<file path="src/verilog/video_switch_pkg.sv">
package video_switch_pkg;

   // Register byte offsets on the APB
   localparam logic [7:0] CMD_OFFSET = 8'h00;
   localparam logic [7:0] SWITCH_OFFSET = 8'h04;
   localparam logic [7:0] INPUT_OFFSET = 8'h08;
   localparam logic [7:0] DEST_PRESENT_OFFSET = 8'h0c;
   localparam logic [7:0] CAP_SIZE_OFFSET = 8'h10;
   localparam logic [7:0] DEST_SIZE_BASE = 8'h20;
   localparam logic [7:0] STATUS_OFFSET = 8'h30;
   localparam logic [7:0] STROBE_OFFSET = 8'h34;

   // Command register bits, write one to issue
   localparam int CMD_SELECT_BIT = 0;
   localparam int CMD_CAPTURE_BIT = 1;

   // Status register bits
   localparam int STATUS_BUSY_BIT = 0;
   localparam int STATUS_DONE_BIT = 1;
   localparam int STATUS_REJECT_BIT = 2;
   localparam int STATUS_CFG_ERR_BIT = 3;
   localparam int STATUS_SKIPPED_BIT = 4;

   // Strobe configuration fields
   localparam int STROBE_LINE_LSB = 0;
   localparam int STROBE_LINE_W = 10;
   localparam int STROBE_FIELD_LSB = 16;
   localparam int STROBE_OUT_LSB = 24;
   localparam int STROBE_OUT_W = 4;

   // Size fields: width low half, height high half
   localparam int SIZE_W_LSB = 0;
   localparam int SIZE_H_LSB = 16;

   // Field select encodings
   localparam logic [1:0] FIELD_OFF = 2'h0;
   localparam logic [1:0] FIRST_FIELD_SELECT = 2'h1;
   localparam logic [1:0] SECOND_FIELD_SELECT = 2'h2;
   localparam logic [1:0] EITHER_FIELD_SELECT = 2'h3;

   // Line limits
   localparam logic [9:0] MIN_LINE = 10'h001;
   localparam logic [9:0] MAX_LINE = 10'h200;
   localparam int GUARANTEED_FIELD_LINES = 288;

   // Reset values
   localparam logic [31:0] CAP_SIZE_RESET = 32'h0000_0000;
   localparam logic [3:0] DEST_PRESENT_RESET = 4'h0;
   localparam logic [3:0] SWITCH_RESET = 4'h0;

   // Timing
   localparam int CLK_PERIOD_NS = 5;
   localparam int STROBE_PULSE_NS = 100;
   localparam int STROBE_PULSE_CYC =
      (STROBE_PULSE_NS + CLK_PERIOD_NS - 1) / CLK_PERIOD_NS;

   localparam int NUM_DEST = 4;

   // Video timing events after synchronisation
   typedef struct packed {
      logic field;
      logic line_pulse;
      logic field_start;
   } video_timing_t;

   // Line-synchronous strobe setup
   typedef struct packed {
      logic [1:0] fsel;
      logic [STROBE_LINE_W-1:0] line;
      logic [STROBE_OUT_W-1:0] out_sel;
   } strobe_cfg_t;

endpackage

</file>
<file path="src/verilog/video_switch.sv">
// Operation
// - Select-input command makes latched switch value the active input.
// - Switch value beyond valid input count leaves active input unchanged.
// - Switched capture writes to one of four destinations by switch value.
// - Absent selected destination: capture completes without writing data.
// - Reject if all destinations absent or present size mismatches.
// - Strobe pulses chosen output when video reaches configured line.
// - Field select is first, second, either, or zero meaning off.
// - Strobe repeats every matching field until zero field select.
// - Target lines 1 to 512 accepted; fields up to 288 guaranteed.
// - Strobe setup takes effect at once, beside pending queued work.
//
// Local design decisions: the APB interface to the registers and the placing of the registers.
module video_switch
   import video_switch_pkg::*;
#(
   parameter int NUM_INPUTS = 4,
   parameter int N_STROBE = 4
) (
   input wire logic pclk,
   input wire logic presetn,
   input wire logic psel,
   input wire logic penable,
   input wire logic pwrite,
   input wire logic [7:0] paddr,
   input wire logic [31:0] pwdata,
   output logic [31:0] prdata,
   output logic pready,
   output logic pslverr,
   input wire logic event_done,
   input wire logic [3:0] event_switch,
   output logic [3:0] active_input,
   output logic cap_start,
   output logic [1:0] cap_dest,
   output logic cap_active,
   input wire logic cap_done,
   input wire logic vid_field,
   input wire logic vid_hsync,
   input wire logic vid_vsync,
   output logic [N_STROBE-1:0] strobe
);

   initial begin
      if (NUM_INPUTS < 1 || NUM_INPUTS > 16) begin
         $error("video_switch: NUM_INPUTS must be 1..16");
      end
      if (N_STROBE < 1 || N_STROBE > 16) begin
         $error("video_switch: N_STROBE must be 1..16");
      end
   end

   typedef enum logic [0:0] {
      CAP_IDLE,
      CAP_RUN
   } cap_state_t;

   // Register state
   logic [3:0] switch_q;
   logic [3:0] input_q;
   logic [3:0] present_q;
   logic [31:0] cap_size_q;
   logic [31:0] dest_size_q [NUM_DEST];
   strobe_cfg_t strobe_q;
   logic done_q;
   logic reject_q;
   logic cfg_err_q;
   logic skipped_q;
   cap_state_t state_q;
   cap_state_t state_d;
   logic cap_start_q;
   logic [1:0] cap_dest_q;
   logic [31:0] prdata_q;
   logic pslverr_q;

   // Synchroniser and edge stages for the video pins
   logic [2:0] sync1_q;
   logic [2:0] sync2_q;
   logic [2:0] sync3_q;

   // APB decode
   wire access = psel && penable;
   wire wr = access && pwrite;
   wire rd = access && !pwrite;
   wire hit_cmd = (paddr == CMD_OFFSET);
   wire hit_switch = (paddr == SWITCH_OFFSET);
   wire hit_input = (paddr == INPUT_OFFSET);
   wire hit_present = (paddr == DEST_PRESENT_OFFSET);
   wire hit_cap_size = (paddr == CAP_SIZE_OFFSET);
   wire hit_status = (paddr == STATUS_OFFSET);
   wire hit_strobe = (paddr == STROBE_OFFSET);
   wire hit_dest = (paddr[7:4] == DEST_SIZE_BASE[7:4]) &&
      (32'(paddr[3:0]) < 32'(NUM_DEST * 4)) && (paddr[1:0] == 2'h0);
   wire [1:0] dest_idx = paddr[3:2];
   wire mapped = hit_cmd || hit_switch || hit_input || hit_present ||
      hit_cap_size || hit_status || hit_strobe || hit_dest;

   // Command strobes; writes to CMD act only in the access cycle
   wire cmd_select = wr && hit_cmd && pwdata[CMD_SELECT_BIT];
   wire cmd_capture = wr && hit_cmd && pwdata[CMD_CAPTURE_BIT];

   // Input switch validity; values are zero-based input indices
   wire switch_valid = (32'(switch_q) < 32'(NUM_INPUTS));

   // Destination checks over all four frames
   logic [NUM_DEST-1:0] size_bad;
   genvar i;
   generate
      for (i = 0; i < NUM_DEST; i++) begin : g_chk
         assign size_bad[i] = present_q[i] &&
            (dest_size_q[i] != cap_size_q);
      end
   endgenerate
   wire none_present = (present_q == 4'h0);
   wire cap_reject = none_present || (size_bad != '0);
   wire [1:0] sel_dest = switch_q[1:0];
   wire dest_absent = !present_q[sel_dest];

   // Capture flow decisions; launch, skip and fail only when idle, busy reject while running
   wire cap_go = cmd_capture && (state_q == CAP_IDLE);
   wire cap_busy_req = cmd_capture && (state_q != CAP_IDLE);
   wire cap_fail = cap_go && cap_reject;
   wire cap_skip = cap_go && !cap_reject && dest_absent;
   wire cap_launch = cap_go && !cap_reject && !dest_absent;
   wire cap_finish = (state_q == CAP_RUN) && cap_done;

   // Strobe setup checks: zero field always allowed to disable
   wire [1:0] new_fsel = pwdata[STROBE_FIELD_LSB +: 2];
   wire [STROBE_LINE_W-1:0] new_line =
      pwdata[STROBE_LINE_LSB +: STROBE_LINE_W];
   wire [STROBE_OUT_W-1:0] new_out = pwdata[STROBE_OUT_LSB +: STROBE_OUT_W];
   wire line_ok = (new_line >= MIN_LINE) && (new_line <= MAX_LINE);
   wire out_ok = (32'(new_out) < 32'(N_STROBE));
   wire strobe_wr = wr && hit_strobe;
   wire strobe_ok = (new_fsel == FIELD_OFF) || (line_ok && out_ok);

   // Status clear mask, write one to clear
   wire clr_done = wr && hit_status && pwdata[STATUS_DONE_BIT];
   wire clr_reject = wr && hit_status && pwdata[STATUS_REJECT_BIT];
   wire clr_cfg = wr && hit_status && pwdata[STATUS_CFG_ERR_BIT];
   wire clr_skip = wr && hit_status && pwdata[STATUS_SKIPPED_BIT];

   // Read mux
   logic [31:0] rd_mux;
   always_comb begin
      rd_mux = 32'h0000_0000;
      if (hit_switch) begin
         rd_mux[3:0] = switch_q;
      end else if (hit_input) begin
         rd_mux[3:0] = input_q;
      end else if (hit_present) begin
         rd_mux[3:0] = present_q;
      end else if (hit_cap_size) begin
         rd_mux = cap_size_q;
      end else if (hit_dest) begin
         rd_mux = dest_size_q[dest_idx];
      end else if (hit_status) begin
         rd_mux[STATUS_BUSY_BIT] = (state_q == CAP_RUN);
         rd_mux[STATUS_DONE_BIT] = done_q;
         rd_mux[STATUS_REJECT_BIT] = reject_q;
         rd_mux[STATUS_CFG_ERR_BIT] = cfg_err_q;
         rd_mux[STATUS_SKIPPED_BIT] = skipped_q;
      end else if (hit_strobe) begin
         rd_mux[STROBE_LINE_LSB +: STROBE_LINE_W] = strobe_q.line;
         rd_mux[STROBE_FIELD_LSB +: 2] = strobe_q.fsel;
         rd_mux[STROBE_OUT_LSB +: STROBE_OUT_W] = strobe_q.out_sel;
      end
   end

   // Zero-wait slave; error flagged only for unmapped addresses
   always_ff @(posedge pclk or negedge presetn) begin
      if (!presetn) begin
         prdata_q <= 32'h0000_0000;
         pslverr_q <= 1'b0;
      end else begin
         prdata_q <= (psel && !penable && !pwrite) ? rd_mux : prdata_q;
         pslverr_q <= psel && !penable && !mapped;
      end
   end
   assign pready = 1'b1;
   assign prdata = prdata_q;
   assign pslverr = pslverr_q && access;

   // Switch value follows the last completed event wait
   always_ff @(posedge pclk or negedge presetn) begin
      if (!presetn) begin
         switch_q <= SWITCH_RESET;
      end else if (event_done) begin
         switch_q <= event_switch;
      end
   end

   // Active input update; out of range value is a no-op
   always_ff @(posedge pclk or negedge presetn) begin
      if (!presetn) begin
         input_q <= 4'h0;
      end else if (cmd_select && switch_valid) begin
         input_q <= switch_q;
      end
   end
   assign active_input = input_q;

   // Destination setup registers
   always_ff @(posedge pclk or negedge presetn) begin
      if (!presetn) begin
         present_q <= DEST_PRESENT_RESET;
         cap_size_q <= CAP_SIZE_RESET;
      end else begin
         if (wr && hit_present) begin
            present_q <= pwdata[3:0];
         end
         if (wr && hit_cap_size) begin
            cap_size_q <= pwdata;
         end
      end
   end

   generate
      for (i = 0; i < NUM_DEST; i++) begin : g_dest
         always_ff @(posedge pclk or negedge presetn) begin
            if (!presetn) begin
               dest_size_q[i] <= CAP_SIZE_RESET;
            end else if (wr && hit_dest && dest_idx == 2'(i)) begin
               dest_size_q[i] <= pwdata;
            end
         end
      end
   endgenerate

   // Capture state machine
   always_comb begin
      state_d = state_q;
      case (state_q)
         CAP_IDLE: begin
            if (cap_launch) begin
               state_d = CAP_RUN;
            end
         end
         CAP_RUN: begin
            if (cap_done) begin
               state_d = CAP_IDLE;
            end
         end
         default: begin
            state_d = CAP_IDLE;
         end
      endcase
   end

   always_ff @(posedge pclk or negedge presetn) begin
      if (!presetn) begin
         state_q <= CAP_IDLE;
         cap_start_q <= 1'b0;
         cap_dest_q <= 2'h0;
      end else begin
         state_q <= state_d;
         cap_start_q <= cap_launch;
         if (cap_launch) begin
            cap_dest_q <= sel_dest;
         end
      end
   end
   assign cap_start = cap_start_q;
   assign cap_dest = cap_dest_q;
   assign cap_active = (state_q == CAP_RUN);

   // Sticky status; a set in the same cycle as a clear wins
   always_ff @(posedge pclk or negedge presetn) begin
      if (!presetn) begin
         done_q <= 1'b0;
         reject_q <= 1'b0;
         cfg_err_q <= 1'b0;
         skipped_q <= 1'b0;
      end else begin
         done_q <= (cap_finish || cap_skip) || (done_q && !clr_done);
         reject_q <= (cap_fail || cap_busy_req) ||
            (reject_q && !clr_reject);
         cfg_err_q <= (strobe_wr && !strobe_ok) || (cfg_err_q && !clr_cfg);
         skipped_q <= cap_skip || (skipped_q && !clr_skip);
      end
   end

   // Strobe setup bypasses the capture queue entirely
   always_ff @(posedge pclk or negedge presetn) begin
      if (!presetn) begin
         strobe_q <= '{fsel: FIELD_OFF, line: MIN_LINE, out_sel: '0};
      end else if (strobe_wr && strobe_ok) begin
         strobe_q <= '{fsel: new_fsel, line: new_line,
            out_sel: new_out};
      end
   end

   // Two flops on each pin, a third only for edge detection
   always_ff @(posedge pclk or negedge presetn) begin
      if (!presetn) begin
         sync1_q <= 3'h0;
         sync2_q <= 3'h0;
         sync3_q <= 3'h0;
      end else begin
         sync1_q <= {vid_vsync, vid_hsync, vid_field};
         sync2_q <= sync1_q;
         sync3_q <= sync2_q;
      end
   end

   // Field begins on rising vsync, lines on rising hsync
   video_timing_t vid;
   assign vid.field = sync2_q[0];
   assign vid.line_pulse = sync2_q[1] && !sync3_q[1];
   assign vid.field_start = sync2_q[2] && !sync3_q[2];

   line_strobe_gen #(
      .N_OUT(N_STROBE)
   ) u_strobe (
      .pclk(pclk),
      .presetn(presetn),
      .vid(vid),
      .cfg(strobe_q),
      .strobe(strobe)
   );

endmodule

</file>
<file path="src/verilog/line_strobe_gen.sv">
module line_strobe_gen
   import video_switch_pkg::*;
#(
   parameter int N_OUT = 4
) (
   input wire logic pclk,
   input wire logic presetn,
   input video_timing_t vid,
   input strobe_cfg_t cfg,
   output logic [N_OUT-1:0] strobe
);

   initial begin
      if (N_OUT < 1 || N_OUT > 16) begin
         $error("line_strobe_gen: N_OUT must be 1..16");
      end
   end

   logic [STROBE_LINE_W-1:0] line_q;
   logic field_q;
   logic [7:0] pulse_q;
   logic [STROBE_OUT_W-1:0] sel_q;
   logic [N_OUT-1:0] strobe_q;
   wire field_match;
   wire hit;

   // Field filter; off never matches
   assign field_match = (cfg.fsel == EITHER_FIELD_SELECT) ||
      (cfg.fsel == FIRST_FIELD_SELECT && !field_q) ||
      (cfg.fsel == SECOND_FIELD_SELECT && field_q);
   assign hit = vid.line_pulse && !vid.field_start && field_match &&
      (line_q == cfg.line);

   // Line counter restarts at 1 each field, saturates to stay safe
   always_ff @(posedge pclk or negedge presetn) begin
      if (!presetn) begin
         line_q <= MIN_LINE;
         field_q <= 1'b0;
      end else if (vid.field_start) begin
         line_q <= MIN_LINE;
         field_q <= vid.field;
      end else if (vid.line_pulse && line_q != '1) begin
         line_q <= line_q + 1'b1;
      end
   end

   // Pulse stretcher; a new hit restarts the pulse
   always_ff @(posedge pclk or negedge presetn) begin
      if (!presetn) begin
         pulse_q <= 8'h00;
         sel_q <= '0;
      end else if (hit) begin
         pulse_q <= 8'(STROBE_PULSE_CYC);
         sel_q <= cfg.out_sel;
      end else if (pulse_q != 8'h00) begin
         pulse_q <= pulse_q - 1'b1;
      end
   end

   // One flop per output line
   genvar i;
   generate
      for (i = 0; i < N_OUT; i++) begin : g_out
         always_ff @(posedge pclk or negedge presetn) begin
            if (!presetn) begin
               strobe_q[i] <= 1'b0;
            end else begin
               strobe_q[i] <= (pulse_q != 8'h00) &&
                  (sel_q == STROBE_OUT_W'(i));
            end
         end
      end
   endgenerate

   assign strobe = strobe_q;

endmodule

</file>
<file path="config.mk">
export PLATFORM = sky130hd
export DESIGN_NAME = video_switch
export DESIGN_NICKNAME = d
export VERILOG_FILES = /design/src/verilog/video_switch_pkg.sv /design/src/verilog/video_switch.sv /design/src/verilog/line_strobe_gen.sv
export SDC_FILE = /design/constraint.sdc
export NUM_CORES = 1
export LEC_CHECK = 0
export BUFFER_PORTS_ARGS = -buffer_cell sky130_fd_sc_hd__buf_2
export CAP_MARGIN = 0
export CORE_UTILIZATION = 60
export CTS_BUF_LIST = sky130_fd_sc_hd__clkbuf_8 sky130_fd_sc_hd__clkbuf_16
export DETAILED_ROUTE_END_ITERATION = 7
export PLACE_DENSITY = 0.81
export SLEW_MARGIN = 40
export SYNTH_ARGS = -nofsm -noshare
export SYNTH_HDL_FRONTEND = slang
export SYNTH_HIERARCHICAL = 1
export SYNTH_SLANG_ARGS = --single-unit
</file>
<file path="constraint.sdc">
create_clock -name pclk -period 2.4 [get_ports pclk]
set_input_delay 0.72 -clock pclk [delete_from_list [all_inputs] [get_ports pclk]]
set_output_delay 0.72 -clock pclk [all_outputs]
set_load 0.01 [all_outputs]
</file>
== After elaboration in Yosys (flattened, before gate mapping) ==
Cells that the tools add are included.

* Flip-flop bits (word level): 265
* Output and inout port bits: 46

* Add/subtract/negate cells: 2
* Order comparisons: 6
* Equality and inequality tests: 22
* Multiplexer cells: 32
* Bitwise logic cells: 2
* Reduce and logical (&&, ||, !) cells: 96

{| class="wikitable"
|+ Operators by type and width
! kind !! count
|-
| 32-bit inequality test || 4
|-
| 32-bit two-way mux || 3
|-
| 28-bit two-way mux || 3
|-
| 32-bit binary-select mux with 2-bit select || 1
|-
| 1-bit logical AND || 55
|-
| 10-bit two-way mux || 4
|-
| 4-bit two-way mux || 7
|-
| 1-bit logical OR || 17
|-
| 8-bit by 4-bit == test with 1-bit output (second input constant) || 2
|-
| 8-bit by 6-bit == test with 1-bit output (second input constant) || 2
|-
| 8-bit two-way mux || 2
|-
| 1-bit zero test || 14
|-
| 4-bit by 2-bit == test with 1-bit output (second input constant) || 3
|-
| 6-bit two-way mux || 2
|-
| 10-bit by 1-bit adder with 10-bit output (second input constant) || 1
|-
| 10-bit == test || 1
|-
| 10-bit by 1-bit greater-or-equal comparator with 1-bit output (second input constant) || 1
|-
| 10-bit less-or-equal comparator (second input constant) || 1
|-
| 5-bit two-way mux || 2
|-
| 10-bit inequality test (second input constant) || 1
|-
| 2-bit == test (second input constant) || 4
|-
| 8-bit by 3-bit == test with 1-bit output (second input constant) || 1
|-
| 8-bit by 5-bit == test with 1-bit output (second input constant) || 1
|-
| 4-bit zero test || 2
|-
| 17 further kinds || 26
|}

== Depth between registers and ports, before layout ==
* Depth in word-level cells: 10
* Gate-level depth with buffers: 8

== Modules after synthesis ==
Netlist, hierarchy kept.

{| class="wikitable"
|+ By module, submodules not included
! module !! times used !! cells each !! area an instance (um2) !! sequential area each (um2)
|-
| video_switch || 1 || 911 || 11785.1 || 5931.9
|-
| line_strobe_gen || 1 || 137 || 1457.6 || 676.9
|}

== Least setup slack after synthesis ==
OpenSTA, ideal clock, no wires.

* Kind: input-to-reg
* From: input port pwdata[1]
* To: register strobe_q[0] (netlist name)
* Library setup time: 0.125 ns
* Arrival: 2.495 ns
* Slack: -0.220 ns
* Cell stages on the path: 8
* Buffers on the path: 2
* Path through: buf_2 > nor3_1 > nand3_1 > xnor2_1 > o32a_1 > nor4_4 > buf_6 > mux2_2

* Cells in the longest elaborated chain, start to end: 5
* Elaborated cells on any way between the ends: 6

{| class="wikitable"
|+ RTL lines
! what !! line !! source
|-
| from (decl) || video_switch.sv:26 || <nowiki>input wire logic [31:0] pwdata,</nowiki>
|-
| 10-bit by 1-bit greater-or-equal comparator with 1-bit output / 10-bit less-or-equal comparator (equally long branches) || video_switch.sv:131 || <nowiki>wire line_ok = (new_line >= MIN_LINE) && (new_line <= MAX_LINE);</nowiki>
|-
| 1-bit logical AND * || video_switch.sv:131 ||
|-
| 1-bit logical AND * || video_switch.sv:134 || <nowiki>wire strobe_ok = (new_fsel == FIELD_OFF) || (line_ok && out_ok);</nowiki>
|-
| 1-bit logical OR * || video_switch.sv:134 ||
|-
| 1-bit logical AND * || video_switch.sv:286 || <nowiki>end else if (strobe_wr && strobe_ok) begin</nowiki>
|-
| to (signal assigned) || video_switch.sv:285 || <nowiki>strobe_q <= '{fsel: FIELD_OFF, line: MIN_LINE, out_sel: '0};</nowiki>
|-
| to (signal assigned) || video_switch.sv:287 || <nowiki>strobe_q <= '{fsel: new_fsel, line: new_line,</nowiki>
|-
| to (decl) || video_switch.sv:63 || <nowiki>strobe_cfg_t strobe_q;</nowiki>
|}

Every way passes the cells marked *; elsewhere a longest branch is shown, timed or not.
A chain may end at the register's enable or synchronous reset.

== Worst setup path in the final report ==
* From: register cap_size_q[4]
* To: register cap_dest_q[0] (netlist: cap_dest[0])

* Cells in the longest elaborated chain, start to end: 7
* Elaborated cells on any way between the ends: 13

{| class="wikitable"
|+ RTL lines
! what !! line !! source
|-
| from (decl) || video_switch.sv:61 || <nowiki>logic [31:0] cap_size_q;</nowiki>
|-
| from (signal assigned) || video_switch.sv:212 || <nowiki>cap_size_q <= pwdata;</nowiki>
|-
| 32-bit inequality test || video_switch.sv:110 || <nowiki>(dest_size_q[i] != cap_size_q);</nowiki>
|-
| 1-bit logical AND || video_switch.sv:109 || <nowiki>assign size_bad[i] = present_q[i] &&</nowiki>
|-
| 4-bit nonzero test * || video_switch.sv:114 || <nowiki>wire cap_reject = none_present || (size_bad != '0);</nowiki>
|-
| 1-bit logical OR * || video_switch.sv:114 ||
|-
| 1-bit zero test * || video_switch.sv:123 || <nowiki>wire cap_launch = cap_go && !cap_reject && !dest_absent;</nowiki>
|-
| 1-bit logical AND * (2 in a row) || video_switch.sv:123 ||
|-
| to (signal assigned) || video_switch.sv:258 || <nowiki>cap_dest_q <= sel_dest;</nowiki>
|-
| to (decl) || video_switch.sv:71 || <nowiki>logic [1:0] cap_dest_q;</nowiki>
|}

Marked as above.

==> flow_summary.toml <==
[outcome]
status = "complete, but fails checks"
violations = "setup timing"

[timing]
setup_tns_ps = -27.4
setup_ws_ps = -14.0
slew_violations = 0
final_hold_viol_count = 0
fin_worst_skew_ps = 8.82
max_freq_mhz = 414
fin_crit_ps = 2410
min_period_over_period_pct = 101
grt_setup_unrepaired = "true"
setup_viol = 2
hold_ws_ps = 75.6

[setup_path]
path_max_fanout = 6
crit_family = "simple AND/OR/NAND/NOR gates"
critPathLaunch = "cap_size_q[4]"
worstReg2RegEnd = "cap_dest[0]"
required_ps = 2820
end_kind = "flop"
critical_path_class = "flop to flop"
r2r_cells = 7
start_kind = "flop"
endpoint = "cap_dest[0]"
crit_path_max_incr_delay_ps = 450
timing.rr.start = "cap_size_q[4]"
crit_chain = "xor2_1 -> nor4_2 -> nand4_1 -> o21ai_1 -> nand2_1 -> nor4_4 -> mux2_2"
critPathBufInv = 0
arrival_ps = 2830
cp.depth = 7
regToRegSetupSlack_ps = -10
critPathSlowestCell = "dfrtp_2"

[power]
p_switching_mw = 2.47
power.internal_mw = 7.79
combPwrFrac_pct = 9.9
power_mw = 10.3
power.clock.fraction_pct = 43.5
swShare_pct = 24.1
power_frac_seq_pct = 46.6
total_leakage_power_nw = 8.37
vdd_drop_max_mv = 0.663
pwr_density_cell_nw_per_um2 = 644

[yosys]
synth.net_count = 1105
synth_edf_count = 0
netlist_instances = 1048
synth_seq_cells = 264
synth_commonest_cells = "dfrtp_1 (262), mux2_2 (186), xor2_1 (139)"
syn_area_per_cell_um2 = 12.6
ys.warnings.count = 6
async_reset_ff_share_pct = 100
netlist_area_um2 = 13200
synth_top_cell_area_share_pct = 49.5
yosysSeqAreaShare_pct = 49.9
synth_area_leader_cell = "dfrtp_1"
yosysMostFrequentCell = "dfrtp_1"
ys_top_cells_by_area = "dfrtp_1 (50%), mux2_2 (16%), xor2_1 (9.2%)"
synth_cell_type_count = 64
synth_ff_type = "dfrtp_1"

[route]
finalWirelength_um = 35700
vias = 9468
wl_per_cell_um = 23.9
dr.pass1.iters = 5
drc = 0
ant_nets = 0
routed_via_density = 6.34
drt_iter0_drc = 700

[grt]
antenna_found_initial = 0
grt_max_degree = 55
gr-total-overflow = 0
grt_pass1_vias = 9687
grt_first_pass_wirelength_um = 55500
track_usage_pct = 32.8

[layout]
stdcell_area_um2 = 15900
synthToLayoutAreaGrowth_pct = 20.4
fillers = 1317
antenna_cells = 0
drive_gt1_share_pct = 42.5
final_nets = 1255

[cts]
cts.sinks = 264
cts.htree.levels = 1
clockBufferDepth = 3
cts_made_buffers = 28
clk-insertion-delay-late_ps = 530
cts_tree = "yes"
cts_hold_buf = 0
clk_pin_slew_worst_paths_ps = 60
cts_root_buffer = "clkbuf_16"

[placed_design]
port_buffers = 98
placed_area_um2 = 14800
place_ws_ps = -270
hpwl_um = 25200
gp_congestion = 0.984

[floorplan]
die_y_um = 151
initial_utilization_pct = 62.0
die_area_um2 = 22700
fp.dieW_um = 151
coreArea_um2 = 21400
std_cell_rows = 53
ioPinCount = 100

[job]
max_cap_viol_count = 0

[worst_hold_path]
min_path_type = "input pin to asynchronous set/reset pin"
==> power groups by stage <==
stage | sequential (mW) | combinational, mW | clock (mW)
3_5_place_dp | 4.85 | 0.985 | 0
2_1_floorplan | 4.80 | 0.558 | 0
4_1_cts | 4.77 | 1.01 | 4.51
3_3_place_gp | 4.84 | 0.958 | 0
6_report | 4.78 | 1.02 | 4.46
5_1_grt | 4.80 | 1.11 | 4.68
==> kinds of logic (layout without fill, tap and decap cells) <==
group / Yosys count / after routing / share of synthesized area (%)
buffers and inverters: 88 / 258 / 3.06
adder cells (fa/ha/maj): 3 / 3 / 0.283
XOR/XNOR: 146 / 146 / 9.66
multiplexers: 233 / 233 / 22.6
other: 1 / 1 / 0.0283
AND/OR/NAND/NOR: 193 / 193 / 8.46
flip-flops: 264 / 264 / 49.9
AO/OA/AOI/OAI: 120 / 120 / 6.03
==> area by class of cell <==
class	count	area, um^2	area share, %
well taps	275	344	2.16
flip-flops and latches	264	6610	41.5
clock buffers	36	822	5.16
inverters	9	33.8	0.212
clock inverters	14	149	0.934
multi-input cells	696	6520	40.9
repair buffers	199	1460	9.15
==> metrics by stage <==
| step | utilization, % | std cells |
|---|---|---|
| after floorplan | - | 1048 |
| after global placement | 69.5 | 1440 |
| after detailed placement | 69.5 | 1440 |
| after CTS | 74.3 | 1490 |
| after global routing | 74.6 | 1493 |
| final | 74.6 | 1493 |
==> layer usage <==
| layer | vias up | global-route usage [%] | share of wire [%] |
|---|---|---|---|
| met2 | 433 | 52.2 | 48 |
| li1 | 4092 | - | - |
| met4 | 0 | 13.2 | 4.3 |
| met5 | - | 0 | 0 |
| met3 | 111 | 7.33 | 8.2 |
| met1 | 4832 | 43.6 | 40 |
==> registers in the layout (all words and copies together), names as in the netlist, 2 cells and up <==
register / count
present_q: 4
switch_q: 4
u_strobe/strobe: 4
active_input: 4
cap_dest: 2
sync2_q: 3
prdata: 32
dest_size_q: 128
u_strobe/pulse_q: 8
sync3_q: 2
u_strobe/sel_q: 4
cap_size_q: 32
u_strobe/line_q: 10
strobe_q: 16
sync1_q: 3
==> repair_timing <==
| item | in CTS | in global routing |
|---|---|---|
| endpoints found under the setup margin | 2 | 2 |
| setup buffers | 0 | 3 |
| gates resized for setup | 11 | 12 |
| pin swaps | 6 | 7 |
==> cells in the final DEF (no fill, tap or decap), types with 21 or more instances in the layout <==
cell	instances
nor2_1	21
nor4_1	23
xor2_1	139
a21oi_1	21
clkbuf_16	29
o21ai_0	25
buf_4	85
mux2_4	40
mux2_2	147
dfrtp_1	258
mux4_2	33
buf_2	97
nand2_1	50
==> worst min-delay path by stage <==
stage | from | end | slack, ps | depth (start not counted)
after floorplan | sync1_q[0] | sync2_q[0] | 330 | 0
after global placement | sync1_q[1] | sync2_q[1] | 330 | 0
after detailed placement | sync1_q[2] | sync2_q[2] | 340 | 0
after CTS | presetn | dest_size_q[53] | 80 | 1
after global routing | presetn | prdata[28] | 90 | 1
final | presetn | dest_size_q[53] | 80 | 1
(Power assumes the default switching activity.)
